[src/stsq_pkg.sv]
// shared types and constants of the scan trigger sequencer
package stsq_pkg;

  // five trigger sources
  typedef enum logic [2:0] {
    TRIG_PERIODIC = 3'h0,
    TRIG_KEY = 3'h1,
    TRIG_EXT = 3'h2,
    TRIG_CAL = 3'h3,
    TRIG_ALARM = 3'h4
  } stsq_mode_t;

  // run states
  typedef enum logic [1:0] {
    ST_IDLE = 2'h0,
    ST_CLEAR = 2'h1,
    ST_RUN = 2'h2,
    ST_WAIT = 2'h3
  } stsq_state_t;

  // periodic interval, hour:minute:second.millisecond
  typedef struct packed {
    logic [6:0] hours;
    logic [5:0] minutes;
    logic [5:0] seconds;
    logic [9:0] millis;
  } stsq_interval_t;

  // calendar time, plain binary fields
  typedef struct packed {
    logic [3:0] month;
    logic [4:0] day;
    logic [4:0] hour;
    logic [5:0] minute;
    logic [5:0] second;
  } stsq_cal_t;

  // wildcard flags, one per calendar field
  typedef struct packed {
    logic month;
    logic day;
    logic hour;
    logic minute;
    logic second;
  } stsq_wild_t;

  // timing
  localparam int unsigned CLK_HZ = 25000000;
  localparam int unsigned STEP_MS = 1;
  localparam int unsigned MS_CYCLES_DFLT = CLK_HZ / 1000 * STEP_MS;

  // interval limits and scale
  localparam logic [6:0] IV_HOUR_MAX = 7'h63;
  localparam logic [5:0] IV_MIN_MAX = 6'h3B;
  localparam logic [5:0] IV_SEC_MAX = 6'h3B;
  localparam logic [9:0] IV_MS_MAX = 10'h3E7;
  localparam logic [28:0] MS_PER_HOUR = 29'h036EE80;
  localparam logic [28:0] MS_PER_MIN = 29'h000EA60;
  localparam logic [28:0] MS_PER_SEC = 29'h00003E8;
  localparam logic [28:0] ELAPSED_MAX = 29'h1FFFFFFF;
  localparam logic [28:0] ELAPSED_STEP = 29'h0000001;

  // scan count limits
  localparam logic [15:0] COUNT_MIN = 16'h0001;
  localparam logic [15:0] COUNT_MAX = 16'hC350;

  // channel list
  localparam int unsigned NUM_SLOTS = 5;
  localparam int unsigned NUM_ALARMS = 4;
  localparam logic [2:0] SLOT_FIRST = 3'h0;
  localparam logic [2:0] SLOT_LAST = 3'h4;

  // calendar limits
  localparam logic [3:0] MONTH_MIN = 4'h1;
  localparam logic [3:0] MONTH_MAX = 4'hC;
  localparam logic [3:0] MONTH_FEB = 4'h2;
  localparam logic [3:0] MONTH_APR = 4'h4;
  localparam logic [3:0] MONTH_JUN = 4'h6;
  localparam logic [3:0] MONTH_SEP = 4'h9;
  localparam logic [3:0] MONTH_NOV = 4'hB;
  localparam logic [4:0] DAY_MIN = 5'h01;
  localparam logic [4:0] DAYS_LONG = 5'h1F;
  localparam logic [4:0] DAYS_SHORT = 5'h1E;
  localparam logic [4:0] DAYS_FEB = 5'h1D;
  localparam logic [4:0] HOUR_MAX = 5'h17;
  localparam logic [5:0] MINUTE_MAX = 6'h3B;
  localparam logic [5:0] SECOND_MAX = 6'h3B;

endpackage

[src/stsq_top.sv]
// scan trigger sequencer: trigger sources, pass stepping and run control
// Notes on behaviour
// - five trigger sources: periodic, key, external edge, calendar, alarm.
// - periodic pass longer than interval: passes run back to back, no error.
// - interval zero to 99:59:59.999 in one millisecond steps.
// - count unlimited or 1..50000; finite periodic run halts by itself.
// - unlimited periodic run repeats until a long-press stop.
// - key mode: first press runs a pass, later presses each one more.
// - key mode finite count: leave waiting when triggers served equal count.
// - external mode reacts only to the chosen edge, one trigger each.
// - external, calendar, alarm: start only enters waiting; events start passes.
// - external finite count: leave waiting after that many triggers.
// - calendar match starts a pass; a match during a pass is discarded.
// - calendar target fields range checked, day by month; invalid rejected.
// - wildcarded calendar fields are left out of the comparison.
// - all fields wildcarded: calendar mode triggers continuously.
// - calendar finite count: leave waiting after that many matches.
// - alarm mode: only the selected source's new alarm starts a pass.
// - alarm finite count: leave waiting after that many alarm triggers.
// - every pass stores results into non-volatile storage unasked.
// - each pass visits listed slots in ascending order, slot 0 to slot 4.
// - while active, modules with a listed channel are locked.
// - long press ends scanning and waiting; no resume, only a fresh start.
// - a new run first clears the reading memory.
// - interval runs start to start; its default is zero.
// - alarm source selectable among four alarm outputs.
`timescale 1ns/1ns
module stsq_top #(
  parameter int unsigned MS_CYCLES = stsq_pkg::MS_CYCLES_DFLT
) (
  input wire logic core_clk_i,
  input wire logic reset_n_i,
  input wire logic start_req_i,
  input wire logic stop_req_i,
  input wire logic ext_trig_i,
  input wire logic ext_rising_i,
  input wire stsq_pkg::stsq_mode_t trig_mode_i,
  input wire stsq_pkg::stsq_interval_t interval_i,
  input wire logic count_unlimited_i,
  input wire logic [15:0] scan_count_i,
  input wire logic cal_load_i,
  input wire stsq_pkg::stsq_cal_t cal_target_i,
  input wire stsq_pkg::stsq_wild_t cal_wild_i,
  input wire stsq_pkg::stsq_cal_t sys_time_i,
  input wire logic [3:0] alarm_event_i,
  input wire logic [1:0] alarm_sel_i,
  input wire logic [4:0] slot_listed_i,
  input wire logic slot_done_i,
  output logic slot_req_o,
  output logic [2:0] slot_o,
  output logic store_en_o,
  output logic mem_clear_o,
  output logic scanning_o,
  output logic waiting_o,
  output logic [4:0] slot_lock_o,
  output logic [15:0] served_o,
  output logic cal_reject_o
);
  import stsq_pkg::*;

  stsq_state_t state_ff;
  stsq_state_t nxt_state;
  stsq_mode_t mode_ff;
  logic unlimited_ff;
  logic [15:0] limit_ff;
  logic [15:0] served_ff;
  logic [4:0] list_ff;
  logic [2:0] slot_ff;
  logic pend_ff;
  logic slot_req_ff;
  logic mem_clear_ff;
  logic [15:0] presc_ff;
  logic [28:0] elapsed_ff;
  logic [28:0] interval_ms_ff;
  stsq_cal_t cal_ff;
  stsq_wild_t wild_ff;
  logic cal_reject_ff;
  logic cal_hit_ff;
  logic ext_pulse;
  logic ms_tick;
  logic pass_start;
  logic pass_end;
  logic last_served;
  logic trig_evt;
  logic cal_hit;
  logic cal_evt;
  logic all_wild;
  logic cal_ok;
  logic [4:0] day_lim;
  logic [15:0] nxt_limit;
  logic [6:0] iv_h;
  logic [5:0] iv_m;
  logic [5:0] iv_s;
  logic [9:0] iv_ms;

  // external trigger input conditioning
  stsq_edge_sync u_ext (
    .core_clk_i(core_clk_i),
    .reset_n_i(reset_n_i),
    .pin_i(ext_trig_i),
    .rising_i(ext_rising_i),
    .pulse_o(ext_pulse)
  );

  // millisecond prescaler, restarted with each pass so intervals stay exact
  assign ms_tick = (presc_ff == 16'(MS_CYCLES - 1));

  always_ff @(posedge core_clk_i or negedge reset_n_i) begin
    if (!reset_n_i) begin
      presc_ff <= 16'h0000;
    end else if (ms_tick || pass_start) begin
      presc_ff <= 16'h0000;
    end else begin
      presc_ff <= presc_ff + 16'h0001;
    end
  end

  // clamp interval fields to their legal ranges
  always_comb begin
    iv_h = (interval_i.hours > IV_HOUR_MAX) ? IV_HOUR_MAX : interval_i.hours;
    iv_m = (interval_i.minutes > IV_MIN_MAX) ? IV_MIN_MAX
                                             : interval_i.minutes;
    iv_s = (interval_i.seconds > IV_SEC_MAX) ? IV_SEC_MAX
                                             : interval_i.seconds;
    iv_ms = (interval_i.millis > IV_MS_MAX) ? IV_MS_MAX : interval_i.millis;
  end

  // interval converted to whole milliseconds, reset value zero
  always_ff @(posedge core_clk_i or negedge reset_n_i) begin
    if (!reset_n_i) begin
      interval_ms_ff <= '0;
    end else begin
      interval_ms_ff <= 29'(iv_h * MS_PER_HOUR)
                      + 29'(iv_m * MS_PER_MIN)
                      + 29'(iv_s * MS_PER_SEC)
                      + 29'(iv_ms);
    end
  end

  // time since the start of the last pass, saturating
  always_ff @(posedge core_clk_i or negedge reset_n_i) begin
    if (!reset_n_i) begin
      elapsed_ff <= '0;
    end else if (pass_start) begin
      elapsed_ff <= '0;
    end else if (ms_tick && elapsed_ff != ELAPSED_MAX) begin
      elapsed_ff <= elapsed_ff + ELAPSED_STEP;
    end
  end

  // day limit for the target month; wildcard month allows the longest
  always_comb begin
    if (cal_wild_i.month) begin
      day_lim = DAYS_LONG;
    end else if (cal_target_i.month == MONTH_FEB) begin
      day_lim = DAYS_FEB;
    end else if (cal_target_i.month == MONTH_APR ||
                 cal_target_i.month == MONTH_JUN ||
                 cal_target_i.month == MONTH_SEP ||
                 cal_target_i.month == MONTH_NOV) begin
      day_lim = DAYS_SHORT;
    end else begin
      day_lim = DAYS_LONG;
    end
  end

  // every non-wildcard field must lie in range
  assign cal_ok =
    (cal_wild_i.month || (cal_target_i.month >= MONTH_MIN &&
                          cal_target_i.month <= MONTH_MAX)) &&
    (cal_wild_i.day || (cal_target_i.day >= DAY_MIN &&
                        cal_target_i.day <= day_lim)) &&
    (cal_wild_i.hour || cal_target_i.hour <= HOUR_MAX) &&
    (cal_wild_i.minute || cal_target_i.minute <= MINUTE_MAX) &&
    (cal_wild_i.second || cal_target_i.second <= SECOND_MAX);

  // calendar target store; invalid loads leave the old target
  always_ff @(posedge core_clk_i or negedge reset_n_i) begin
    if (!reset_n_i) begin
      cal_ff <= '0;
      wild_ff <= '1;
      cal_reject_ff <= 1'b0;
    end else if (cal_load_i) begin
      cal_reject_ff <= ~cal_ok;
      if (cal_ok) begin
        cal_ff <= cal_target_i;
        wild_ff <= cal_wild_i;
      end
    end
  end

  // masked compare against system time
  assign cal_hit =
    (wild_ff.month || cal_ff.month == sys_time_i.month) &&
    (wild_ff.day || cal_ff.day == sys_time_i.day) &&
    (wild_ff.hour || cal_ff.hour == sys_time_i.hour) &&
    (wild_ff.minute || cal_ff.minute == sys_time_i.minute) &&
    (wild_ff.second || cal_ff.second == sys_time_i.second);
  assign all_wild = &wild_ff;

  // a match counts once, when it first appears, unless every field is wildcarded
  always_ff @(posedge core_clk_i or negedge reset_n_i) begin
    if (!reset_n_i) begin
      cal_hit_ff <= 1'b0;
    end else begin
      cal_hit_ff <= cal_hit;
    end
  end
  assign cal_evt = (cal_hit & ~cal_hit_ff) | all_wild;

  // trigger event for the current mode, only honoured while waiting
  always_comb begin
    case (mode_ff)
      TRIG_PERIODIC: trig_evt = elapsed_ff >= interval_ms_ff;
      TRIG_KEY: trig_evt = start_req_i;
      TRIG_EXT: trig_evt = ext_pulse;
      TRIG_CAL: trig_evt = cal_evt;
      TRIG_ALARM: trig_evt = alarm_event_i[alarm_sel_i];
      default: trig_evt = 1'b0;
    endcase
  end

  // pass ends after the last slot is done or skipped
  assign pass_end = (state_ff == ST_RUN) && (slot_ff == SLOT_LAST) &&
                    (!list_ff[slot_ff] || (pend_ff && slot_done_i));
  assign last_served = !unlimited_ff &&
                       (served_ff + 16'h0001 == limit_ff);

  // run state machine
  always_comb begin
    nxt_state = state_ff;
    pass_start = 1'b0;
    case (state_ff)
      ST_IDLE: begin
        if (start_req_i) begin
          nxt_state = ST_CLEAR;
        end
      end
      ST_CLEAR: begin
        if (mode_ff == TRIG_PERIODIC || mode_ff == TRIG_KEY) begin
          nxt_state = ST_RUN;
          pass_start = 1'b1;
        end else begin
          nxt_state = ST_WAIT;
        end
      end
      ST_RUN: begin
        if (pass_end) begin
          if (last_served) begin
            nxt_state = ST_IDLE;
          end else begin
            nxt_state = ST_WAIT;
          end
        end
      end
      ST_WAIT: begin
        if (trig_evt) begin
          nxt_state = ST_RUN;
          pass_start = 1'b1;
        end
      end
      default: nxt_state = ST_IDLE;
    endcase
    if (stop_req_i) begin
      nxt_state = ST_IDLE;
      pass_start = 1'b0;
    end
  end

  always_ff @(posedge core_clk_i or negedge reset_n_i) begin
    if (!reset_n_i) begin
      state_ff <= ST_IDLE;
    end else begin
      state_ff <= nxt_state;
    end
  end

  // count limit held in range
  always_comb begin
    if (scan_count_i < COUNT_MIN) begin
      nxt_limit = COUNT_MIN;
    end else if (scan_count_i > COUNT_MAX) begin
      nxt_limit = COUNT_MAX;
    end else begin
      nxt_limit = scan_count_i;
    end
  end

  // run settings captured at start so they cannot shift mid-run
  always_ff @(posedge core_clk_i or negedge reset_n_i) begin
    if (!reset_n_i) begin
      mode_ff <= TRIG_PERIODIC;
      unlimited_ff <= 1'b1;
      limit_ff <= COUNT_MIN;
      list_ff <= '0;
    end else if (state_ff == ST_IDLE && start_req_i && !stop_req_i) begin
      mode_ff <= trig_mode_i;
      unlimited_ff <= count_unlimited_i;
      limit_ff <= nxt_limit;
      list_ff <= slot_listed_i;
    end
  end

  // passes served in this run, reset by a fresh start
  always_ff @(posedge core_clk_i or negedge reset_n_i) begin
    if (!reset_n_i) begin
      served_ff <= '0;
    end else if (state_ff == ST_CLEAR) begin
      served_ff <= '0;
    end else if (pass_end && !stop_req_i) begin
      served_ff <= served_ff + 16'h0001;
    end
  end

  // reading memory clear pulse at run start
  always_ff @(posedge core_clk_i or negedge reset_n_i) begin
    if (!reset_n_i) begin
      mem_clear_ff <= 1'b0;
    end else begin
      mem_clear_ff <= (state_ff == ST_IDLE) && start_req_i &&
                      !stop_req_i;
    end
  end

  // slot stepping: ascending, unlisted slots skipped
  always_ff @(posedge core_clk_i or negedge reset_n_i) begin
    if (!reset_n_i) begin
      slot_ff <= SLOT_FIRST;
      pend_ff <= 1'b0;
      slot_req_ff <= 1'b0;
    end else begin
      slot_req_ff <= 1'b0;
      if (pass_start || nxt_state != ST_RUN) begin
        slot_ff <= SLOT_FIRST;
        pend_ff <= 1'b0;
      end else if (!list_ff[slot_ff]) begin
        slot_ff <= slot_ff + 3'h1;
      end else if (!pend_ff) begin
        pend_ff <= 1'b1;
        slot_req_ff <= 1'b1;
      end else if (slot_done_i) begin
        pend_ff <= 1'b0;
        slot_ff <= slot_ff + 3'h1;
      end
    end
  end

  // status and storage strobes
  always_ff @(posedge core_clk_i or negedge reset_n_i) begin
    if (!reset_n_i) begin
      store_en_o <= 1'b0;
      scanning_o <= 1'b0;
      waiting_o <= 1'b0;
      slot_lock_o <= '0;
    end else begin
      store_en_o <= nxt_state == ST_RUN;
      scanning_o <= nxt_state != ST_IDLE;
      waiting_o <= nxt_state == ST_WAIT;
      slot_lock_o <= (nxt_state == ST_IDLE) ? '0 :
                     (state_ff == ST_IDLE) ? slot_listed_i : list_ff;
    end
  end

  assign slot_req_o = slot_req_ff;
  assign slot_o = slot_ff;
  assign mem_clear_o = mem_clear_ff;
  assign served_o = served_ff;
  assign cal_reject_o = cal_reject_ff;

endmodule

[src/stsq_edge_sync.sv]
// external trigger synchroniser with selectable edge detection
`timescale 1ns/1ns
module stsq_edge_sync (
  input wire logic core_clk_i,
  input wire logic reset_n_i,
  input wire logic pin_i,
  input wire logic rising_i,
  output logic pulse_o
);

  logic meta_ff;
  logic sync_ff;
  logic prev_ff;
  logic pulse_ff;
  logic nxt_pulse;

  // two-stage synchroniser, first stage read only by second
  always_ff @(posedge core_clk_i or negedge reset_n_i) begin
    if (!reset_n_i) begin
      meta_ff <= 1'b0;
      sync_ff <= 1'b0;
    end else begin
      meta_ff <= pin_i;
      sync_ff <= meta_ff;
    end
  end

  // chosen transition gives one single-cycle pulse
  always_comb begin
    if (rising_i) begin
      nxt_pulse = sync_ff & ~prev_ff;
    end else begin
      nxt_pulse = ~sync_ff & prev_ff;
    end
  end

  // edge history and registered pulse
  always_ff @(posedge core_clk_i or negedge reset_n_i) begin
    if (!reset_n_i) begin
      prev_ff <= 1'b0;
      pulse_ff <= 1'b0;
    end else begin
      prev_ff <= sync_ff;
      pulse_ff <= nxt_pulse;
    end
  end

  assign pulse_o = pulse_ff;

endmodule

[config.mk]
export PLATFORM = sky130hd
export DESIGN_NAME = stsq_top
export DESIGN_NICKNAME = d
export VERILOG_FILES = /design/src/stsq_pkg.sv /design/src/stsq_top.sv /design/src/stsq_edge_sync.sv
export SDC_FILE = /design/constraint.sdc
export NUM_CORES = 1
export LEC_CHECK = 0
export ABC_AREA = 1
export BUFFER_PORTS_ARGS = -buffer_cell sky130_fd_sc_hd__buf_2
export CAP_MARGIN = 0
export CORE_MARGIN = 2
export CORE_UTILIZATION = 40
export CTS_BUF_LIST = sky130_fd_sc_hd__clkbuf_2 sky130_fd_sc_hd__clkbuf_4 sky130_fd_sc_hd__clkbuf_8
export DETAILED_ROUTE_END_ITERATION = 8
export GPL_TIMING_DRIVEN = 0
export PLACE_DENSITY = 0.68
export SKIP_CTS_REPAIR_TIMING = 1
export SLEW_MARGIN = 10
export SYNTH_ARGS = -nofsm -noshare
export SYNTH_HDL_FRONTEND = slang
export SYNTH_HIERARCHICAL = 1
export SYNTH_SLANG_ARGS = --single-unit
[constraint.sdc]
create_clock -name core_clk_i -period 2.2 [get_ports core_clk_i]
set_input_delay 0.44 -clock core_clk_i [delete_from_list [all_inputs] [get_ports core_clk_i]]
set_output_delay 0.44 -clock core_clk_i [all_outputs]
set_load 0.02 [all_outputs]
==> Yosys cells after proc, flatten, opt, wreduce, memory -nomap -nowiden <==
Cells that the tools add are included.
{ "op_classes": {"multipliers": 3, "order_cmp": 16, "eq_ne": 26, "n_bitwise": 8, "mux": 44, "addsub": 7, "n_reduce_logical": 48} }
{ "ops": {"columns": ["operator", "count"], "rows": [
  ["two-way mux 16 bit", 5],
  ["two-way mux 29 bit", 2],
  ["adder 16 x 1 -> 16 bit (second input constant)", 2],
  ["adder 29 x 1 -> 29 bit (second input constant)", 1],
  ["adder 29 x 10 -> 29 bit", 1],
  ["adder 29 x 16 -> 29 bit", 1],
  ["adder 29 x 22 -> 29 bit", 1],
  ["greater-or-equal comparator 29 bit", 1],
  ["!= test 29 bit (second input constant)", 1],
  ["multiplier 7 x 15 -> 22 bit (second input constant)", 1],
  ["logical AND 1 bit", 18],
  ["logical OR 1 bit", 17],
  ["multiplier 6 x 11 -> 17 bit (second input constant)", 1],
  ["== test 16 x 15 -> 1 bit (second input constant)", 1],
  ["== test 16 bit", 1],
  ["greater-than comparator 16 bit (second input constant)", 1],
  ["< comparator 16 x 1 -> 1 bit (second input constant)", 1],
  ["two-way mux 1 bit", 15],
  ["two-way mux 2 bit", 7],
  ["multiplier 6 x 7 -> 13 bit (second input constant)", 1],
  ["== test 6 bit", 2],
  ["greater-than comparator 6 bit (second input constant)", 2],
  ["less-or-equal comparator 6 bit (second input constant)", 2],
  ["two-way mux 3 bit", 4],
  ["40 further kinds", 63]
]} }
{ "word_totals": {"elab_cells": 185, "register_bits": 168, "output_inout_bits": 30, "inputBits": 125} }

==> Longest topological paths before layout <==
Gate-level depths: netlist of run 1.
{ "logic_depth": {"ltp_word": 16, "mapped_depth": 34, "mapped_depth_nobuf": 34} }

==> Hierarchy <==
The synthesis of run 1 kept the hierarchy.
{ "by_module_without_submodules": {"columns": ["mod", "cells_each", "seq_area_each_um2", "area_per_inst_um2", "instances"], "rows": [
  ["stsq_top", 1957, 4112.7, 15055.7, 1],
  ["stsq_edge_sync", 10, 100.1, 125.1, 1]
]} }

==> Least setup slack after synthesis of run 1 <==
Ideal clock, no wire load.
{ "synth_timing": {"path_type": "input-to-reg", "start": "input port interval_i[24] in the netlist's numbering", "end": "register interval_ms_ff[28]", "arrival_time_ns": 6.029, "required_ns": 2.083, "n_path_buf": 0, "setup_ns": 0.117, "path_stages": 31, "path_slack_ns": -3.945, "cell_sequence": "inv_1 a21oi_1 inv_1 nand2_1 inv_1 ha_1 fa_1 inv_1 fa_1 inv_1 fa_1 ha_1 nand2_1 nor2_1 o21ai_0 o211ai_1 a21oi_1 o21ai_0 xor2_1 ha_1 ha_1 ha_1 nand2_1 nor3_1 nand4_1 nand3_1 a21oi_1 nor3_1 nand2_1 nand2_1 nand2_1"} }
{ "synth_between": {"elab_chain_cells": 6} }
{ "synth_lines": {"columns": ["element", "line_no", "source"], "rows": [
  ["start: declaration", "stsq_top.sv:38", "input wire stsq_pkg::stsq_interval_t interval_i,"],
  ["greater-than comparator 7 bit", "stsq_top.sv:120", "iv_h = (interval_i.hours > IV_HOUR_MAX) ? IV_HOUR_MAX : interval_i.hours;"],
  ["two-way mux 7 bit *", "stsq_top.sv:120", null],
  ["multiplier 7 x 15 -> 22 bit *", "stsq_top.sv:133", "interval_ms_ff <= 29'(iv_h * MS_PER_HOUR)"],
  ["adder 29 x 22 -> 29 bit *", "stsq_top.sv:134", "+ 29'(iv_m * MS_PER_MIN)"],
  ["adder 29 x 16 -> 29 bit *", "stsq_top.sv:135", "+ 29'(iv_s * MS_PER_SEC)"],
  ["adder 29 x 10 -> 29 bit *", "stsq_top.sv:136", "+ 29'(iv_ms);"],
  ["end signal: assignment", "stsq_top.sv:133", null],
  ["end: declaration", "stsq_top.sv:74", "logic [28:0] interval_ms_ff;"]
]} }
Mark *: on every way between the ends. The rest lies on a longest branch, timed or not.
A chain may end at the register's enable or synchronous reset.

==> Worst setup path in the final report of run 1 <==
{ "layout_timing": {"start": "input port interval_i[25] in the netlist's numbering", "end": "register interval_ms_ff[28]"} }
The elaborated chain is that of the path after synthesis.

==> results.json, run 1 <==
{
  "status": "finished, violations left",
  "violations": "negative setup slack",
  "cts_root_buffer": "clkbuf_8",
  "cp_slowest_cell": "fa_1",
  "fin_ws_ns": -3.488,
  "grt_overflow": 0,
  "fin_area_mm2": 0.01978,
  "track_usage": 0.1844,
  "worstSkewPairLatency_ns": 0.46,
  "clk_pin_slew_worst_paths_ns": 0.08,
  "drcViolationCount": 0,
  "die_x_um": 198.8,
  "async_flop_share": 1.000,
  "end_kind": "flop",
  "htree_levels": 4,
  "ys_ff_latch": 168,
  "numClockSinks": 168,
  "crit_cells": 32,
  "vias": 13578,
  "grt_max_degree": 108,
  "hpwlAfterDp_mm": 29.82,
  "seq_area_mm2": 0.004237,
  "relSlewSlack": 0.2910,
  "cts_tree": "yes",
  "drt.antenna.violating_nets": 0,
  "max_cap_violations": 0,
  "grt_pass1_wl_mm": 59.42,
  "yosysUniqueCellTypes": 54,
  "hold_viol": 0,
  "wire_per_inst_um": 14.09,
  "reg2regPathDepth": 13,
  "areaGrowthSynthToFinish_pct": 30.32,
  "endpoint": "interval_ms_ff[28]",
  "drt_iter0_markers": 769,
  "ioPinCount": 155,
  "drive_gt1_frac": 0.2971,
  "syn_inst": 1967,
  "grt_pass1_vias": 12842,
  "rsz0062_at_grt": "true",
  "dieHeight_um": 198.8,
  "fin_skew_ns": 0.01522,
  "die-area_mm2": 0.03953,
  "crit_start": "interval_i[25]",
  "critPathTopFamily": "adder cells",
  "fill_cells": 3426,
  "final_cell_mix": "350 x inv_1, 320 x nand2_1, 152 x buf_2",
  "holdWs_ns": 0.1082,
  "final_common_cell": "inv_1",
  "multi_input_area_mm2": 0.01121,
  "hp-class": "in -> reg",
  "port-buffer-count": 154,
  "fin_nets": 2612,
  "worst-setup-path-type": "in -> reg",
  "yosys_most_used_dff": "dfrtp_1",
  "cts_buffer_depth": 2,
  "first_pass_iters": 7,
  "finalWirelength_mm": 38.79,
  "start_util": 0.4049,
  "r2r_start": "presc_ff[1]",
  "yosys_warnings": 6,
  "antenna_found_initial": 1,
  "cts_buffers": 17,
  "crit_required_ns": 2.55,
  "max_stage_delay_ns": 0.55,
  "post-route-min-period_ns": 5.688,
  "fp-row-count": 71,
  "r2r_setup_slack_ns": -0.28,
  "vias_per_cell": 4.932,
  "slew_viol_final": 0,
  "startpoint_type": "input port",
  "worstPathMaxFanout": 5,
  "instances_no_fill": 2753,
  "place_area_mm2": 0.01739,
  "crit_buf_inv": 5,
  "synth_edf_count": 0,
  "setup_violations": 82,
  "max_freq_mhz": 175.8,
  "reg2reg_to": "elapsed_ff[22]",
  "gp_congestion": 0.9507,
  "num_antenna_cells": 0,
  "synth.avg_cell_area_um2": 7.718,
  "synthesis.area_mm2": 0.01518,
  "coreArea_mm2": 0.03749,
  "fin_util": 0.5277,
  "cp.arrival_ns": 6.04,
  "yosysSeqAreaShare": 0.2775,
  "tightest_slew_ns": 1.037,
  "period_share": 2.585,
  "synthesis.nets": 2350,
  "dp_cells": 2633
}
## through the flow
| step | setup TNS (ns) | setup WS, ns |
|---|---|---|
| global route | -83.65 | -3.663 |
| global placement | -431.95 | -4.241 |
| floorplan | -63.12 | -3.481 |
| detailed placement | -116.78 | -4.271 |
| finish | -72.87 | -3.488 |
| CTS | -93.10 | -3.776 |
## kinds of logic after synthesis
| family | after synthesis | synth area share |
|---|---|---|
| XOR/XNOR | 89 | 0.05225 |
| AO/OA/AOI/OAI | 251 | 0.09132 |
| AND/OR/NAND/NOR | 775 | 0.2212 |
| flip-flops | 168 | 0.2775 |
| multiplexers | 7 | 0.005193 |
| buffers and inverters | 419 | 0.1048 |
| adder cells (fa/ha/maj) | 258 | 0.2478 |
## state kept, by name, summed over array words and instances (netlist names), 2 cells and up
name,count
list_ff,5
served_o,16
state_ff,2
slot_o,3
interval_ms_ff,29
limit_ff,16
slot_lock_o,5
cal_ff,26
wild_ff,5
mode_ff,3
elapsed_ff,29
presc_ff,16
## how the worst min path moves through the flow
stage / from / to / slack, ns / depth (start not counted)
floorplan: reset_n_i / cal_ff[0] / 0.14 / 0
global placement: u_ext/meta_ff / u_ext/sync_ff / 0.34 / 0
detailed placement: u_ext/meta_ff / u_ext/sync_ff / 0.35 / 0
CTS: reset_n_i / cal_ff[21] / -0.1 / 1
global route: ext_trig_i / u_ext/meta_ff / 0.06 / 1
finish: ext_trig_i / u_ext/meta_ff / 0.11 / 1
## per-layer routing
metal / routed length [µm] / global-route usage / vias to the layer above
met4: 956 / 0.05860 / 2
li1: - / - / 6803
met1: 16570 / 0.2289 / 6356
met5: 13 / 0 / -
met2: 19530 / 0.3287 / 357
met3: 1715 / 0.02696 / 60
## synth_stat cells, types with 2 or more instances
cell type,n,area [µm²]
a21oi_1,92,460.4
inv_2,3,11.26
o21ai_0,100,500.5
dfstp_2,7,183.9
a31oi_1,4,25.02
or2_2,4,25.02
o21bai_1,6,45.04
nor4_1,9,56.30
o22ai_1,13,81.33
xor2_1,62,543.0
nand2_1,384,1441
o2111ai_1,2,17.52
nand3_1,97,485.5
buf_2,5,25.02
a21o_1,8,60.06
ha_1,187,2340
o21ai_1,7,35.03
nor2_2,2,12.51
inv_1,393,1475
o211ai_1,2,15.01
nand3_2,2,20.02
fa_1,71,1421
nor3_2,4,40.04
o31ai_1,4,30.03
nor2_4,4,45.04
nor3_1,40,200.2
xnor2_1,26,227.7
o21ai_2,3,26.28
nand4_1,33,206.5
nand2_2,6,37.54
nor2_1,178,668.1
dfrtp_1,161,4029
or4_1,2,15.01
clkbuf_1,16,60.06
nor3b_1,3,22.52
mux2_2,7,78.83
a211oi_1,3,22.52
## worst reg2reg max path: cells and delay by family (launching register included)
family	cells	cell delay [ns]
AND/OR/NAND/NOR	12	1.81
adder cells (fa/ha/maj)	1	0.18
flip-flops	1	0.41
## layout make-up
class | instances | area share
clock buffer | 22 | 0.01499
timing repair buffer | 244 | 0.08260
clock inverter | 10 | 0.005882
sequential | 168 | 0.2141
multi-input combinational | 1380 | 0.5665
inverter | 396 | 0.07526
buffer | 22 | 0.008348
tap | 511 | 0.03232
Power of run 1 is not shown: default switching activity piles up to over one toggle a cycle in this logic, so the estimate is an artifact.
==> inputs of run 2 (changes only) <==
- CELL_PAD_IN_SITES_DETAIL_PLACEMENT: not set -> 1
- CELL_PAD_IN_SITES_GLOBAL_PLACEMENT: not set -> 1
- PLACE_DENSITY: 0.68 -> 0.85
==> results.json, run 2 (same netlist as run 1, synthesis figures left out) <==
{
  "crit_top_cell": "fa_1",
  "dieHeight_um": 198.8,
  "status": "finished, violations left",
  "max_cap_violations": 0,
  "drive_gt1_frac": 0.3028,
  "drcViolationCount": 0,
  "wire_per_inst_um": 19.21,
  "first_pass_iters": 5,
  "crit_required_ns": 2.61,
  "wl_met1_mm": 19.89,
  "worst-setup-path-type": "in -> reg",
  "fp-row-count": 71,
  "cts_buffer_depth": 2,
  "die_x_um": 198.8,
  "hp-class": "in -> reg",
  "htree_levels": 4,
  "fin_ws_ns": -3.868,
  "relSlewSlack": 0.2069,
  "port-buffer-count": 154,
  "grt_pass1_vias": 14700,
  "post-route-min-period_ns": 6.068,
  "clk_pin_slew_worst_paths_ns": 0.10,
  "gp_congestion": 0.8786,
  "cts_tree": "yes",
  "track_usage": 0.2227,
  "drt_iter0_markers": 639,
  "hold_viol": 0,
  "tightest_slew_ns": 1.185,
  "wl_met3_mm": 1.952,
  "grt_max_degree": 100,
  "violations": "negative setup slack",
  "max_freq_mhz": 164.8,
  "max_stage_delay_ns": 0.59,
  "setup_violations": 83,
  "startpoint_type": "input port",
  "final_common_cell": "inv_1",
  "rsz0062_at_grt": "true",
  "wl_met2_mm": 28.99,
  "coreArea_mm2": 0.03749,
  "ioPinCount": 155,
  "worstSkewPairLatency_ns": 0.49,
  "cts_buffers": 17,
  "cp.arrival_ns": 6.48,
  "hpwlAfterDp_mm": 36.26,
  "cp_slowest_cell": "fa_1",
  "die-area_mm2": 0.03953,
  "period_share": 2.758,
  "worstPathMaxFanout": 5,
  "maxUsedRoutingLayer": "met5",
  "top_regs": "elapsed_ff (29), interval_ms_ff (29), cal_ff (26)",
  "cts_root_buffer": "clkbuf_8",
  "fin_nets": 2616,
  "grt_pass1_wl_mm": 70.86,
  "vias_per_cell": 5.298,
  "numClockSinks": 168,
  "areaGrowthSynthToFinish_pct": 31.97,
  "finalWirelength_mm": 53.01,
  "antenna_found_initial": 3,
  "tns_ns": -88.01,
  "final_cell_mix": "355 x inv_1, 324 x nand2_1, 147 x buf_2",
  "grt_overflow": 0,
  "slew_viol_final": 0,
  "start_util": 0.4049,
  "vias": 14617,
  "fin_skew_ns": 0.01456,
  "end_kind": "flop",
  "drt.antenna.violating_nets": 0
}
[run 2: changes by cell type in the layout (fill, tap and decap cells not counted), moves of 7 or more]
cell	before	now
nor2_4	18	30
nor2_1	136	127
nand2_2	51	44
inv_2	45	37
o21ai_1	24	17
[run 2: worst paths after layout]
path	startpoint	endpoint	slack (ns)	cells after the start
worst max register to register	presc_ff[1]	elapsed_ff[17]	-0.56	14
max in group asynchronous	reset_n_i	limit_ff[0]	0.79	3
worst max-delay path	interval_i[26]	interval_ms_ff[24]	-3.87	32
min in group asynchronous	reset_n_i	cal_ff[17]	0.50	2
worst min-delay path	ext_trig_i	u_ext/meta_ff	0.05	1
worst min register to register	u_ext/meta_ff	u_ext/sync_ff	0.37	0
[run 2: metrics by stage]
| step | std cells | cell area, µm² | hold WS [ns] | worst slack, ns | util |
|---|---|---|---|---|---|
| finish | 2759 | 20030 | 0.04791 | -3.868 | 0.5344 |
| global route | 2759 | 20030 | 0.02373 | -4.032 | 0.5344 |
| CTS | 2665 | 17760 | -0.08761 | -3.930 | 0.4738 |
| detailed placement | 2633 | 17390 | 0.3373 | -4.455 | 0.4640 |
| global placement | 2632 | 17360 | 0.3369 | -4.303 | 0.4630 |
| floorplan | 1967 | 15950 | 0.1444 | -3.481 | - |
[run 2: cell type report]
cell class	count	area (µm²)
Inverter	396	1499
Sequential cell	168	4243
Tap cell	511	639.4
Clock inverter	14	125.1
Timing Repair Buffer	247	1697
Fill cell	4461	17450
Antenna cell	2	5.005
Buffer	23	196.4
Clock buffer	18	241.5
Multi-Input combinational cell	1380	11390
[run 2: layer usage]
| metal | up-vias | global-route usage |
|---|---|---|
| li1 | 6810 | - |
| met1 | 7249 | 0.2548 |
| met2 | 406 | 0.4310 |
| met3 | 150 | 0.02509 |
| met4 | 2 | 0.06633 |
| met5 | - | 0 |
[run 2: critical path: cells and delay by family]
family | cells | cell delay (ns)
buffers and inverters | 8 | 0.82
adder cells (fa/ha/maj) | 8 | 2.91
AND/OR/NAND/NOR | 5 | 0.64
AO/OA/AOI/OAI | 9 | 1.36
XOR/XNOR | 2 | 0.30
Power of run 2 is left out for the same reason.
==> inputs of run 3 (changes only) <==
- ABC_AREA: 1 -> not set
- PLACE_DENSITY: 0.85 -> 0.82
==> results.json, run 3 <==
{
  "max_freq_mhz": 154.2,
  "slew_viol_final": 0,
  "period_share": 2.948,
  "clk_pin_slew_worst_paths_ns": 0.10,
  "synth.avg_cell_area_um2": 9.455,
  "post-route-min-period_ns": 6.485,
  "syn_inst": 1497,
  "htree_levels": 4,
  "yosysMostFrequentCell": "inv_1",
  "grt_pass1_vias": 12655,
  "cts_tree": "yes",
  "hp-class": "in -> reg",
  "status": "finished, violations left",
  "rsz0062_at_grt": "true",
  "yosysUniqueCellTypes": 70,
  "dieHeight_um": 192.1,
  "cts_buffers": 17,
  "synth.area.top_cells": "dfrtp_1 28%, ha_1 17%, fa_1 10%",
  "cts_buffer_depth": 2,
  "synth_edf_count": 0,
  "crit_required_ns": 2.56,
  "drt_iter0_markers": 481,
  "tns_ns": -106.36,
  "wire_per_inst_um": 20.68,
  "fin_nets": 2149,
  "track_usage": 0.2102,
  "place_ws_ns": -4.875,
  "port-buffer-count": 154,
  "seq_area_mm2": 0.004233,
  "synth_common_cells": "197 x inv_1, 187 x ha_1, 161 x dfrtp_1",
  "finalWirelength_mm": 46.23,
  "multi_input_area_mm2": 0.01094,
  "synthesis.nets": 1880,
  "max_stage_delay_ns": 0.55,
  "setup_violations": 129,
  "ioPinCount": 155,
  "grt_pass1_wl_mm": 62.20,
  "yosys_warnings": 6,
  "synthesis.area_mm2": 0.01415,
  "yosys.area.top_type_share": 0.2846,
  "drt.antenna.violating_nets": 0,
  "hpwlAfterDp_mm": 30.71,
  "tightest_slew_ns": 0.9764,
  "fin_ws_ns": -4.285,
  "worstSkewPairLatency_ns": 0.49,
  "first_pass_iters": 5,
  "hold_viol": 0,
  "worstPathMaxFanout": 4,
  "areaGrowthSynthToFinish_pct": 33.70,
  "antenna_found_initial": 0,
  "fin_util": 0.5452,
  "grt_overflow": 0,
  "grt_max_degree": 87,
  "r2r_setup_slack_ns": -0.84,
  "max_cap_violations": 0,
  "end_kind": "flop",
  "ys_ff_latch": 168,
  "yosysTopAreaCell": "dfrtp_1",
  "yosysSeqAreaShare": 0.2976,
  "violations": "negative setup slack",
  "vias_per_cell": 5.442,
  "cp_slowest_cell": "fa_1",
  "numClockSinks": 168,
  "async_flop_share": 1.000,
  "final_common_cell": "inv_1",
  "fill_cells": 3862,
  "final_cell_mix": "173 x inv_1, 153 x ha_1, 148 x buf_2",
  "cp.arrival_ns": 6.85,
  "cts_root_buffer": "clkbuf_8",
  "die-area_mm2": 0.03691,
  "drive_gt1_frac": 0.3637,
  "die_x_um": 192.1,
  "startpoint_type": "input port",
  "yosys_most_used_dff": "dfrtp_1",
  "relSlewSlack": 0.3431,
  "worst-setup-path-type": "in -> reg",
  "coreArea_mm2": 0.03471,
  "start_util": 0.4078,
  "fin_skew_ns": 0.02416,
  "drcViolationCount": 0,
  "fp-row-count": 68,
  "gp_congestion": 0.8539,
  "top_regs": "elapsed_ff (29), interval_ms_ff (29), cal_ff (26)",
  "vias": 12162
}
==> run 3: cell types whose count changed after synthesis, sizes merged, moves of 13 or more <==
cell and delta:
xnor2 +57, nand3 -59, inv -199, o22ai -13
a21o +13, nor2 -71, and3 +19, mux2 +23
nor2b +16, nor3 -19, o21ai -37, nand2 -282
a21oi -31, nand2b +18
==> run 3: final cells by class <==
class	instances	area share
Tap cell	455	0.03008
Clock inverter	13	0.008528
Inverter	197	0.03920
Clock buffer	19	0.01349
Antenna cell	1	0.0001322
Sequential cell	168	0.2237
Multi-Input combinational cell	1105	0.5781
Timing Repair Buffer	251	0.09375
Buffer	26	0.01302
==> run 3: path summary, 6_finish.rpt <==
kind                                 endpoint            from  cells after the start
min                             u_ext/meta_ff      ext_trig_i                      1
min in group asynchronous        served_o[14]       reset_n_i                      2
min reg2reg                     u_ext/sync_ff   u_ext/meta_ff                      0
max reg2reg                    slot_lock_o[0]     served_o[0]                     12
max                        interval_ms_ff[28]  interval_i[14]                     34
max in group asynchronous      elapsed_ff[17]       reset_n_i                      3
==> run 3: cells by family (layout without fill, tap and decap cells) <==
| group | after synthesis | after routing | synth area share |
|---|---|---|---|
| compound gates | 245 | 245 | 0.1124 |
| mux | 35 | 35 | 0.02917 |
| simple gates | 426 | 426 | 0.1479 |
| flops | 168 | 168 | 0.2976 |
| other cells | 0 | 1 | 0 |
| fa+ha+maj | 258 | 258 | 0.2657 |
| buf+inv | 224 | 506 | 0.05993 |
| xor+xnor | 141 | 141 | 0.08725 |
==> run 3: through the flow <==
stage,hold slack (ns),std cells,instance area [µm²]
after floorplan,0.1444,1497,14920
after global placement,0.3365,2106,16260
after detailed placement,0.3465,2107,16290
after CTS,-0.05348,2139,16710
after global routing,0.03778,2234,18920
final,0.07348,2235,18930
==> run 3: per-layer routing <==
metal | part of all wire | track usage | up-vias | wire length [µm]
met1 | 0.39 | 0.2460 | 6131 | 17900
met4 | 0.034 | 0.06606 | 0 | 1593
li1 | - | - | 5609 | -
met5 | 0 | 0 | - | 0
met3 | 0.042 | 0.02978 | 108 | 1964
met2 | 0.54 | 0.3936 | 314 | 24770
==> run 3: worst max-delay path, delay by kind of cell <==
family	cells	cell delay, ns
compound gates	9	1.52
xor+xnor	2	0.34
fa+ha+maj	9	3.03
buf+inv	7	0.42
simple gates	7	1.11
Power of run 3 is left out for the same reason.
